$ cat config.mk
export PLATFORM = sky130hd
export DESIGN_NAME = ppif_top
export DESIGN_NICKNAME = d
export VERILOG_FILES = /design/src/rtl/ppif_pkg.sv /design/src/rtl/ppif_ctl_filter.sv /design/src/rtl/ppif_top.sv
export VERILOG_INCLUDE_DIRS = /design/src /design/src/rtl
export SDC_FILE = /design/constraint.sdc
export NUM_CORES = 1
export LEC_CHECK = 0
export BUFFER_PORTS_ARGS = -buffer_cell sky130_fd_sc_hd__buf_2
export CAP_MARGIN = 10
export CORE_MARGIN = 2
export CORE_UTILIZATION = 45
export DETAILED_ROUTE_END_ITERATION = 7
export HOLD_SLACK_MARGIN = 0.06
export PLACE_DENSITY = 0.65
export SLEW_MARGIN = 20
export SYNTH_ARGS = -nofsm -noshare
export SYNTH_HDL_FRONTEND = slang
export SYNTH_SLANG_ARGS = --single-unit
$ cat constraint.sdc
create_clock -name clock -period 9.4 [get_ports clock]
set_input_delay 0.94 -clock clock [delete_from_list [all_inputs] [get_ports clock]]
set_output_delay 0.94 -clock clock [all_outputs]
set_load 0.03 [all_outputs]
$ cat src/rtl/ppif_cfg.svh
// constants for the parallel pixel input stage and its serial framer
// assumes one system clock; all pins arrive synchronous to it
//
// Summary of operation
// - with filter code 01 a de or hsync pulse under 3 capture edges is dropped; vsync is never filtered
// - with filter code 00 control changes pass with no width limit
// - captured 24-bit word leaves as one serial stream with embedded clock
// - a 3-bit slow control bus travels beside the pixel data
// - payload is scrambled in codes 00 and 01, and dc balanced in all codes but 11, before it is sent
// - capture on rising parallel clock when edge select is 1, falling when 0
// - codes 10 and 11 are compatibility modes; 00 and 01 are normal
`ifndef PPIF_CFG_SVH
`define PPIF_CFG_SVH

`define PPIF_PIX_W      24
`define PPIF_CTL_W      3
`define PPIF_PAY_W      27
`define PPIF_FRAME_W    30
`define PPIF_CNT_W      5
`define PPIF_FRAME_LAST 5'h1D
`define PPIF_CNT_ZERO   5'h00
`define PPIF_PAY_DISP   7'sd27
`define PPIF_RD_LIMIT   8'sd40
`define PPIF_RD_RESET   8'sh00
`define PPIF_LFSR_W     31
`define PPIF_LFSR_SEED  31'h5A5A_1234
`define PPIF_LFSR_TAP   27
`define PPIF_FILT_MASK  3'h3
`define PPIF_HIST_W     2

`endif

$ cat src/rtl/ppif_pkg.sv
// types shared by the parallel pixel input stage
// assumes ppif_cfg.svh is compiled alongside
package ppif_pkg;

  typedef enum logic [1:0] {
    PPIF_FILT_OFF = 2'h0,
    PPIF_FILT_ON  = 2'h1,
    PPIF_COMPAT_A = 2'h2,
    PPIF_COMPAT_B = 2'h3
  } ppif_mode_t;

  typedef enum logic [1:0] {
    PPIF_IDLE = 2'b01,
    PPIF_SEND = 2'b10
  } ppif_state_t;

endpackage

$ cat src/rtl/ppif_ctl_filter.sv
// minimum pulse filter for one control line
// assumes sample_en marks the capture edges of the parallel clock
`timescale 1ns/100ps
`include "ppif_cfg.svh"

module ppif_ctl_filter (
  input  wire logic clock,
  input  wire logic sys_rst,
  input  wire logic sample_en,
  input  wire logic filter_on,
  input  wire logic din,
  output logic      dout
);

  logic [`PPIF_HIST_W-1:0] hist_reg;
  logic [`PPIF_HIST_W-1:0] hist_next;
  logic                    dout_reg;
  logic                    dout_next;

  //////////////////////////////////////////////////////////////////////////////
  always_comb begin
    hist_next = hist_reg;
    dout_next = dout_reg;
    if (sample_en) begin
      hist_next = {hist_reg[0], din};
      if (!filter_on) begin
        dout_next = din;
      end else if ((din == hist_reg[0]) && (din == hist_reg[1])) begin
        dout_next = din;
      end
    end
  end

  always_ff @(posedge clock) begin
    if (sys_rst) begin
      hist_reg <= '0;
      dout_reg <= 1'b0;
    end else begin
      hist_reg <= hist_next;
      dout_reg <= dout_next;
    end
  end

  assign dout = dout_reg;

  //////////////////////////////////////////////////////////////////////////////
  filt_bypass_a : assert property (@(posedge clock) disable iff (sys_rst)
    sample_en && !filter_on |=> dout_reg == $past(din))
    else $error("unfiltered control level not forwarded");

  filt_short_drop_a : assert property (@(posedge clock) disable iff (sys_rst)
    sample_en && filter_on && (din != hist_reg[0]) |=> dout_reg == $past(dout_reg))
    else $error("short control pulse passed the filter");

  filt_stable_a : assert property (@(posedge clock) disable iff (sys_rst)
    $changed(dout_reg) && $past(filter_on) |->
      (hist_reg[0] == dout_reg) && (hist_reg[1] == dout_reg)
      && ($past(hist_reg[1]) == dout_reg))
    else $error("filter changed without three equal samples");

endmodule

$ cat src/rtl/ppif_top.sv
// parallel pixel capture, control filtering and serial framing
// assumes parallel_clk and all pixel pins are synchronous to clock and that
// the parallel clock runs slow enough for one 30-bit frame per pixel
`timescale 1ns/100ps
`include "ppif_cfg.svh"

module ppif_top (
  input  wire logic                    clock,
  input  wire logic                    sys_rst,
  input  wire logic                    parallel_clk,
  input  wire logic                    capture_edge_sel,
  input  wire ppif_pkg::ppif_mode_t    config_mode,
  input  wire logic [`PPIF_PIX_W-1:0]  pixel_in,
  input  wire logic                    data_enable_in,
  input  wire logic                    hsync_in,
  input  wire logic                    vsync_in,
  output logic [`PPIF_PIX_W-1:0]       pixel_word,
  output logic [`PPIF_CTL_W-1:0]       ctl_word,
  output logic                         word_valid,
  output logic                         serial_out,
  output logic                         frame_start
);

  import ppif_pkg::*;

  //////////////////////////////////////////////////////////////////////////////
  // capture group
  logic                   pclk_prev_reg;
  logic                   pclk_prev_next;
  logic [`PPIF_PIX_W-1:0] pixel_word_reg;
  logic [`PPIF_PIX_W-1:0] pixel_word_next;
  logic                   word_valid_reg;
  logic                   word_valid_next;
  logic                   pend_reg;
  logic                   pend_next;
  logic                   capture_strobe;
  logic [`PPIF_CTL_W-1:0] ctl_raw;
  logic [`PPIF_CTL_W-1:0] ctl_filt;
  logic                   filter_en;
  logic                   load_frame;

  // a macro literal cannot be bit-selected, so the mask lives in a named constant
  localparam logic [`PPIF_CTL_W-1:0] filt_mask = `PPIF_FILT_MASK;

  assign ctl_raw   = {vsync_in, hsync_in, data_enable_in};
  assign filter_en = (config_mode == PPIF_FILT_ON);

  always_comb begin
    capture_strobe = capture_edge_sel ? (parallel_clk && !pclk_prev_reg)
                                      : (!parallel_clk && pclk_prev_reg);
  end

  // vsync is never filtered: it is slow by contract and needs no deglitching
  genvar gi;
  generate
    for (gi = 0; gi < `PPIF_CTL_W; gi++) begin : g_filt
      ppif_ctl_filter u_filt (
        .clock     (clock),
        .sys_rst   (sys_rst),
        .sample_en (capture_strobe),
        .filter_on (filter_en && filt_mask[gi]),
        .din       (ctl_raw[gi]),
        .dout      (ctl_filt[gi])
      );
    end
  endgenerate

  always_comb begin
    pclk_prev_next  = parallel_clk;
    pixel_word_next = pixel_word_reg;
    word_valid_next = 1'b0;
    pend_next       = pend_reg;
    if (load_frame) begin
      pend_next = 1'b0;
    end
    if (capture_strobe) begin
      pixel_word_next = pixel_in;
      word_valid_next = 1'b1;
      pend_next       = 1'b1; // new word wins over a same-cycle load
    end
  end

  always_ff @(posedge clock) begin
    if (sys_rst) begin
      pclk_prev_reg  <= 1'b0;
      pixel_word_reg <= '0;
      word_valid_reg <= 1'b0;
      pend_reg       <= 1'b0;
    end else begin
      pclk_prev_reg  <= pclk_prev_next;
      pixel_word_reg <= pixel_word_next;
      word_valid_reg <= word_valid_next;
      pend_reg       <= pend_next;
    end
  end

  //////////////////////////////////////////////////////////////////////////////
  // frame group
  ppif_state_t               state_reg;
  ppif_state_t               state_next;
  logic [`PPIF_FRAME_W-1:0]  shift_reg;
  logic [`PPIF_FRAME_W-1:0]  shift_next;
  logic [`PPIF_CNT_W-1:0]    cnt_reg;
  logic [`PPIF_CNT_W-1:0]    cnt_next;
  logic [`PPIF_LFSR_W-1:0]   lfsr_reg;
  logic [`PPIF_LFSR_W-1:0]   lfsr_next;
  logic signed [7:0]         rd_reg;
  logic signed [7:0]         rd_next;
  logic                      serial_reg;
  logic                      serial_next;
  logic                      frame_start_reg;
  logic                      frame_start_next;
  logic [`PPIF_PAY_W-1:0]    payload;
  logic [`PPIF_PAY_W-1:0]    scrambled;
  logic [`PPIF_PAY_W-1:0]    body;
  logic signed [6:0]         word_disp;
  logic                      invert;
  logic [`PPIF_FRAME_W-1:0]  frame;
  logic                      scramble_on;
  logic                      balance_on;

  function automatic logic [4:0] ppif_ones(input logic [`PPIF_PAY_W-1:0] w);
    logic [4:0] n;
    n = '0;
    for (int i = 0; i < `PPIF_PAY_W; i++) begin
      n = n + 5'(w[i]);
    end
    return n;
  endfunction

  assign payload     = {ctl_filt, pixel_word_reg};
  assign scramble_on = (config_mode == PPIF_FILT_OFF) || (config_mode == PPIF_FILT_ON);
  assign balance_on  = (config_mode != PPIF_COMPAT_B);

  always_comb begin
    scrambled = scramble_on ? (payload ^ lfsr_reg[`PPIF_PAY_W-1:0]) : payload;
    word_disp = $signed({1'b0, ppif_ones(scrambled), 1'b0}) - `PPIF_PAY_DISP;
    invert    = balance_on && (((rd_reg > 0) && (word_disp > 0))
                               || ((rd_reg < 0) && (word_disp < 0)));
    body      = invert ? ~scrambled : scrambled;
    // start high, stop low: every frame carries a rising edge for clock recovery
    frame     = {1'b1, invert, body, 1'b0};
    load_frame = pend_reg && ((state_reg == PPIF_IDLE) || (cnt_reg == `PPIF_CNT_ZERO));
  end

  always_comb begin
    state_next       = state_reg;
    shift_next       = shift_reg;
    cnt_next         = cnt_reg;
    lfsr_next        = lfsr_reg;
    rd_next          = rd_reg;
    serial_next      = 1'b0;
    frame_start_next = 1'b0;
    if (load_frame) begin
      state_next       = PPIF_SEND;
      serial_next      = frame[`PPIF_FRAME_W-1];
      shift_next       = {frame[`PPIF_FRAME_W-2:0], 1'b0};
      cnt_next         = `PPIF_FRAME_LAST;
      frame_start_next = 1'b1;
      lfsr_next        = {lfsr_reg[`PPIF_LFSR_W-2:0],
                          lfsr_reg[`PPIF_LFSR_W-1] ^ lfsr_reg[`PPIF_LFSR_TAP]};
      if (balance_on) begin
        rd_next = rd_reg + (invert ? -8'(word_disp) : 8'(word_disp))
                  + (invert ? 8'sd1 : -8'sd1);
      end
    end else begin
      unique case (state_reg)
        PPIF_IDLE: begin
          state_next = PPIF_IDLE;
        end
        PPIF_SEND: begin
          if (cnt_reg == `PPIF_CNT_ZERO) begin
            state_next = PPIF_IDLE;
          end else begin
            serial_next = shift_reg[`PPIF_FRAME_W-1];
            shift_next  = {shift_reg[`PPIF_FRAME_W-2:0], 1'b0};
            cnt_next    = cnt_reg - 5'h01;
          end
        end
        default: begin
          state_next = PPIF_IDLE;
        end
      endcase
    end
  end

  always_ff @(posedge clock) begin
    if (sys_rst) begin
      state_reg       <= PPIF_IDLE;
      shift_reg       <= '0;
      cnt_reg         <= `PPIF_CNT_ZERO;
      lfsr_reg        <= `PPIF_LFSR_SEED;
      rd_reg          <= `PPIF_RD_RESET;
      serial_reg      <= 1'b0;
      frame_start_reg <= 1'b0;
    end else begin
      state_reg       <= state_next;
      shift_reg       <= shift_next;
      cnt_reg         <= cnt_next;
      lfsr_reg        <= lfsr_next;
      rd_reg          <= rd_next;
      serial_reg      <= serial_next;
      frame_start_reg <= frame_start_next;
    end
  end

  assign pixel_word  = pixel_word_reg;
  assign ctl_word    = ctl_filt;
  assign word_valid  = word_valid_reg;
  assign serial_out  = serial_reg;
  assign frame_start = frame_start_reg;

  //////////////////////////////////////////////////////////////////////////////
  capture_edge_a : assert property (@(posedge clock) disable iff (sys_rst)
    word_valid_reg |-> ($past(parallel_clk) == $past(capture_edge_sel))
      && ($past(parallel_clk, 2) != $past(parallel_clk)))
    else $error("word captured on the wrong parallel clock edge");

  pixel_capture_a : assert property (@(posedge clock) disable iff (sys_rst)
    word_valid_reg |-> pixel_word_reg == $past(pixel_in))
    else $error("captured pixel word differs from the pins");

  frame_bounds_a : assert property (@(posedge clock) disable iff (sys_rst)
    frame_start_reg |-> serial_reg ##29 !serial_reg)
    else $error("frame lacks its start or stop bit");

  frame_spacing_a : assert property (@(posedge clock) disable iff (sys_rst)
    frame_start_reg |=> !frame_start_reg [*8])
    else $error("frames start too close together");

  ctl_carried_a : assert property (@(posedge clock) disable iff (sys_rst)
    frame_start_reg && ($past(config_mode) == PPIF_COMPAT_B)
      |-> shift_reg[28:26] == $past(ctl_filt))
    else $error("control bits missing from the frame");

  balance_bound_a : assert property (@(posedge clock) disable iff (sys_rst)
    (rd_reg <= `PPIF_RD_LIMIT) && (rd_reg >= -`PPIF_RD_LIMIT))
    else $error("running disparity out of bounds");

  balance_flag_a : assert property (@(posedge clock) disable iff (sys_rst)
    frame_start_reg && (($past(rd_reg) > 0) == (shift_reg[29] == 1'b0))
      && ($past(rd_reg) != 0) && $past(balance_on) |-> rd_reg <= $past(rd_reg) + 8'sd28)
    else $error("disparity grew past one frame");

  compat_plain_a : assert property (@(posedge clock) disable iff (sys_rst)
    load_frame && !scramble_on && !invert |=> shift_reg[28:2] == $past(payload))
    else $error("compatibility mode scrambled the payload");

endmodule

==> summary.md, run 1 <==
| Metric | Value |
|---|---|
| ANT nets after route | 0 |
| Count leader, synth | nand2_1 |
| CP startpoint kind | input pin |
| Reg-to-reg slack, setup | ~2 ns |
| Slew @ Worst Pin | ~0.86 ns |
| Share of cells above drive strength 1 | between 10% and 20% |
| Remaining DRCs | 0 |
| Max Cap Viol | 0 |
| Synth Cell Area | 5896 sq um |
| Critical path capture point | rd_reg[7]$_SDFFE_PP0P_ |
| Tot GR Track Use | roughly 18% |
| Final non-filler cell area | about 6600 sq um |
| Yosys top cell by area | dfxtp_1 |
| Worst Setup SP | config_mode[1] |
| Via count | ~4.4k |
| Final Slew Violations | 0 |
| N_diodes | 0 |
| Hold WC Path Type | reg2reg |
| Synth async-reset ratio | 0% |
| Max Clk Rate | between 100 and 150 MHz |
| Synthesized instance count | ~660 |
| Crit path DAT | between 8 and 9 ns |
| Max reg flops | 31 |
| Die ar. | between 10,000 and 15,000 sq um |
| Post-CTS resize count | 0 |
| Routed vias/inst | approximately 5.0 |
| CP Class | in2reg |
| Status | complete, no violations |
| Top cells by area, synth | dfxtp_1, nand2_1, xnor2_1, fa_1, a21oi_1 |
| Detailed Place HPWL | between 8000 and 9000 um |
| Post-synth EDFFs | 0 |
| Buffers & Inverters on Critical Path | 3 |
| Sequential area share after synthesis | ~37% |
| Minimum clock period | roughly 8.0 ns |
| Initial DRC count | about 220 |
| Cell area after placement | around 6300 sq um |
| Cell mode on critical path | fa_1 |
| R2R cell count | 26 |
| Ports | 63 |
| Rows | approximately 40 |
| Clock root cell | clkbuf_16 |
| H-tree depth | 3 |
| Port buffer count | between 60 and 70 |
| Reg2reg start | lfsr_reg[13]$_SDFFE_PP0P_ |
| Antenna violations before repair | 0 |
| Req. time, crit path | about 9.6 ns |
| Grt ovf | 0 |
| Worst Hold Depth | 2 |
| Synth cell count leaders | nand2_1, dfxtp_1, a21oi_1 |
| Setup TNS | 0 ns |
| Layout area overhead | 11.61% |
| Synth top area share | between 30% and 40% |
| Slew margin rel. | between 40 and 50% |
| Clock Skew | 0.009068 ns |
| CTS buffer count | 9 |
| Fin crit share | a little under nine tenths |
| Wire per inst | about 14 um |
| CORE AREA | 12,720 sq um |
| Max incr delay on CP | between 0.5 and 0.6 ns |
| Post-CTS setup buffer count | 0 |
| Die Height | ~120 um |
| Vias in the first global route | 4,155 |
| Unrepaired setup endpoints after global routing | false |
| Fin nets | 766 |
| Drt first pass iters | 5 |
| Hold Vio Cnt, Final | 0 |
| Synth warn | 0 |
| Die Wd | approximately 120 um |
| Synth unique cells | 50 |
| CP Max Fanout | 30 |
| Clk sink count | about 110 |
| Worst path slowest cell | fa_1 |
| Final setup viols | 0 |
| Syn avg cell area | 8.946 sq um |
| Flops & latches, synth | 109 |
| Levels on crit path | 27 |
| Starting Density | 46.34% |
| DRT Wirelength | about 12,000 um |
| CTS clock-pin slew for the worst setup and hold paths | roughly 0.070 ns |
| Clk buf depth | 2 |
| Pin count of the biggest net entering global routing | 86 |
| Critical path endpoint category | register |
| Dominant synthesized flop cell | dfxtp_1 |
| Synthesized net count | a little over 700 |
| Top delay family on crit path | adder cells |
| CTS tree | yes |
| Post-CTS Hold Buffers | 0 |
| R2R Path End | rd_reg[7]$_SDFFE_PP0P_ |
| RePlAce Congestion | 0.8154 |
| Clk_lat worst skew | between 0.3 and 0.4 ns |
| First-pass GRT wire length | a little over 20,000 um |
==> tightest hold or removal path, cell delays in order, from the launching register on <==
cell and delay, ns:
dfxtp_1 0.31, nand2_1 0.06, a21oi_1 0.05
==> area by class of cell <==
type	instances	area, sq um
clock inverters	6	73.82
flip-flops and latches	109	2182
clock buffers	10	239.0
multi-input cells	481	3406
fillers	1211	6142
repair buffers	68	355.3
inverters	29	108.9
well taps	172	215.2
==> kinds of logic after synthesis <==
family | after synthesis | synth area share [%]
muxes | 34 | 6.112
buffers and inverters | 69 | 5.454
and+or+nand+nor | 224 | 17.32
adders and majority gates | 35 | 9.974
xor gates and xnor gates | 71 | 12.20
DFF | 109 | 37.01
AOI/OAI and AO/OA | 117 | 11.93
==> through the flow <==
step | hold WS [ns] | setup slack (ns) | util, % | cells
after global placement | 0.4375 | 1.159 | 49.25 | 859
after CTS | 0.4687 | 1.321 | 51.71 | 875
after floorplan | 0.4321 | 1.096 | - | 659
final | 0.4646 | 1.404 | 51.72 | 875
after global routing | 0.4845 | 0.8742 | 51.72 | 875
after detailed placement | 0.4474 | 0.9961 | 49.25 | 859
==> metal layers <==
metal | GRT usage (%) | routed length (um)
met5 | 0 | 0
met2 | 28.36 | 5639
met1 | 24.47 | 5923
met4 | 6.324 | 213
met3 | 3.089 | 394
==> placed cells by master, fill, tap and decap left out, drive strengths merged, types with 2 or more instances in the layout <==
master / n
nor4: 2
a211oi: 4
o21ai: 12
o21a: 2
mux2: 6
nor2b: 24
nand2b: 10
o32a: 2
a2111oi: 2
clkbuf: 10
nor2: 27
a21oi: 65
o2bb2ai: 8
nand2: 133
xor2: 9
nor3: 4
o21bai: 2
xnor2: 62
ha: 15
buf: 68
inv: 29
nor3b: 2
fa: 20
clkinv: 5
nand3: 2
o22ai: 18
dfxtp: 109
mux2i: 28
nand3b: 14
==> worst min-delay path by stage <==
stage | from | to | slack (ns)
floorplan | lfsr_reg[28]$_SDFFE_PP1P_ | lfsr_reg[29]$_SDFFE_PP0P_ | 0.43
global placement | lfsr_reg[28]$_SDFFE_PP1P_ | lfsr_reg[29]$_SDFFE_PP0P_ | 0.44
detailed placement | lfsr_reg[28]$_SDFFE_PP1P_ | lfsr_reg[29]$_SDFFE_PP0P_ | 0.45
CTS | lfsr_reg[29]$_SDFFE_PP0P_ | lfsr_reg[29]$_SDFFE_PP0P_ | 0.47
global route | lfsr_reg[17]$_SDFFE_PP1P_ | lfsr_reg[18]$_SDFFE_PP0P_ | 0.48
finish | lfsr_reg[28]$_SDFFE_PP1P_ | lfsr_reg[29]$_SDFFE_PP0P_ | 0.46
Power of run 1 is left out: the tool's default activity adds up to more than one toggle a clock period on the data nets, which glitch-free logic cannot reach.
==> inputs of run 2 (changes only) <==
==> constraint.sdc (replaced) <==
create_clock -name clock -period 8.7 [get_ports clock]
set_input_delay 0.87 -clock clock [delete_from_list [all_inputs] [get_ports clock]]
set_output_delay 0.87 -clock clock [all_outputs]
set_load 0.03 [all_outputs]
==> run 2 against run 1 <==
Register-to-register slack lost 0.77 ns. Wire length grew 4.1%. Final area shrank 0.13%. Cell count is the same. Hold slack lost 0.0016 ns. Critical path depth shrank 1. Clock-buffer cell count grew 2. Critical path type unchanged.
==> summary.md, run 2 (synthesis results as in run 1) <==
| Metric | Value |
|---|---|
| Reg-to-reg slack, setup | 1.29 ns |
| Via count | 4,462 |
| Post-CTS setup buffer count | 0 |
| Worst Setup SP | config_mode[1] |
| Wire per inst | 14.48 um |
| First-pass GRT wire length | ~21,000 um |
| Ports | 63 |
| Clk buf depth | 2 |
| Req. time, crit path | 8.92 ns |
| Max Cap Viol | 0 |
| Die ar. | ~14,000 sq um |
| CTS clock-pin slew for the worst setup and hold paths | about 0.070 ns |
| Slew @ Worst Pin | between 0.8 and 0.9 ns |
| Reg2reg start | lfsr_reg[13]$_SDFFE_PP0P_ |
| Cell mode on critical path | fa_1 |
| Final non-filler cell area | approximately 6600 sq um |
| Minimum clock period | approximately 8.0 ns |
| Crit path DAT | between 8 and 9 ns |
| Drt first pass iters | 4 |
| Post-CTS resize count | 0 |
| Critical path endpoint category | register |
| Detailed Place HPWL | approximately 9100 um |
| Final setup viols | 0 |
| Die Height | about 120 um |
| Setup TNS | 0 ns |
| Worst path slowest cell | fa_1 |
| Cell area after placement | around 6300 sq um |
| Max reg flops | 31 |
| Grt ovf | 0 |
| Commonest non-fill, non-tap cell in the layout | nand2_1 |
| R2R Path End | rd_reg[7]$_SDFFE_PP0P_ |
| CTS buffer count | 9 |
| Initial DRC count | around 190 |
| Hold Startpoint | lfsr_reg[28]$_SDFFE_PP1P_ |
| Layout Cells excl Fill | between 800 and 900 |
| Clk sink count | approximately 110 |
| Fin nets | 766 |
| Status | complete, no violations |
| Tot GR Track Use | a little under a fifth |
| Max incr delay on CP | 0.58 ns |
| Hold Vio Cnt, Final | 0 |
| Final core occ | 51.65% |
| Clock Skew | between 0.009 and 0.01 ns |
| Unrepaired setup endpoints after global routing | false |
| Post-CTS Hold Buffers | 0 |
| Starting Density | 46.34% |
| Final Slew Violations | 0 |
| Die Wd | 118.5 um |
| Antenna violations before repair | 0 |
| Vias in the first global route | approximately 4.3k |
| Clk_lat worst skew | around 0.35 ns |
| Most frequent cells in the layout | nand2_1, dfxtp_1, a21oi_1 |
| CP startpoint kind | input pin |
| Slew margin rel. | between 40 and 50% |
| Share of cells above drive strength 1 | approximately 16% |
| Layout area overhead | 11.46% |
| Routed vias/inst | between 5 and 6 |
| Clock root cell | clkbuf_16 |
| Critical path capture point | rd_reg[7]$_SDFFE_PP0P_ |
| N_diodes | 0 |
| CTS tree | yes |
| CORE AREA | between 10,000 and 15,000 sq um |
| Remaining DRCs | 0 |
| Pin count of the biggest net entering global routing | 86 |
| ANT nets after route | 0 |
| DRT Wirelength | 12,670 um |
| RePlAce Congestion | approximately 0.86 |
| Placed Cells incl. Taps | between 800 and 900 |
| Hold WC Path Type | reg2reg |
| Max Clk Rate | about 120 MHz |
| Rows | 41 |
| Port buffer count | between 60 and 70 |
| CP Max Fanout | 30 |
| CP Class | in2reg |
| R2R cell count | 25 |
| Fin crit share | between 90% and 100% |
| H-tree depth | 3 |
-- run 2: cell count changes in the layout (fill, tap and decap cells not counted) --
| cell | change |
|---|---|
| bufinv_16 | -1 |
| clkbuf_8 | +2 |
| clkinv_2 | -2 |
| clkinv_8 | -1 |
| inv_6 | +1 |
| inv_8 | +1 |
-- run 2: cell type report --
cell class	count	area, sq um
Fill cell	1212	6151
Multi-Input combinational cell	481	3406
Sequential cell	109	2182
Timing Repair Buffer	68	355.3
Clock buffer	12	266.5
Tap cell	172	215.2
Inverter	29	108.9
Clock inverter	4	37.54
-- run 2: how the worst min path moves through the flow --
stage,endpoint,cells past startpoint
after floorplan,lfsr_reg[29]$_SDFFE_PP0P_,2
after global placement,lfsr_reg[29]$_SDFFE_PP0P_,2
after detailed placement,lfsr_reg[29]$_SDFFE_PP0P_,2
after CTS,lfsr_reg[29]$_SDFFE_PP0P_,2
after global routing,lfsr_reg[8]$_SDFFE_PP0P_,2
final,lfsr_reg[29]$_SDFFE_PP0P_,2
-- run 2: layer usage --
metal  GRT usage [%]  wire length, um  vias up
li1                -                -     2246
met1           24.01             5799     2132
met2           31.76             6261       69
met3           2.992              400       15
met4           5.804              206        0
met5               0                0        -
-- run 2: per-stage QoR --
step	setup WS, ns	hold slack (ns)
after floorplan	0.4664	0.4321
after detailed placement	0.3326	0.4543
after global routing	0.2693	0.4854
after CTS	0.6637	0.4656
after global placement	0.5162	0.4388
final	0.6836	0.4630
-- run 2: critical path, delay by kind of cell --
family / cells / cell delay, ns
buf+inv: 5 / 0.65
compound gates: 4 / 0.58
xor+xnor: 1 / 0.29
simple gates: 4 / 0.50
fa+ha+maj: 10 / 4.77
mux: 2 / 0.55
Power of run 2 is left out for the same reason.
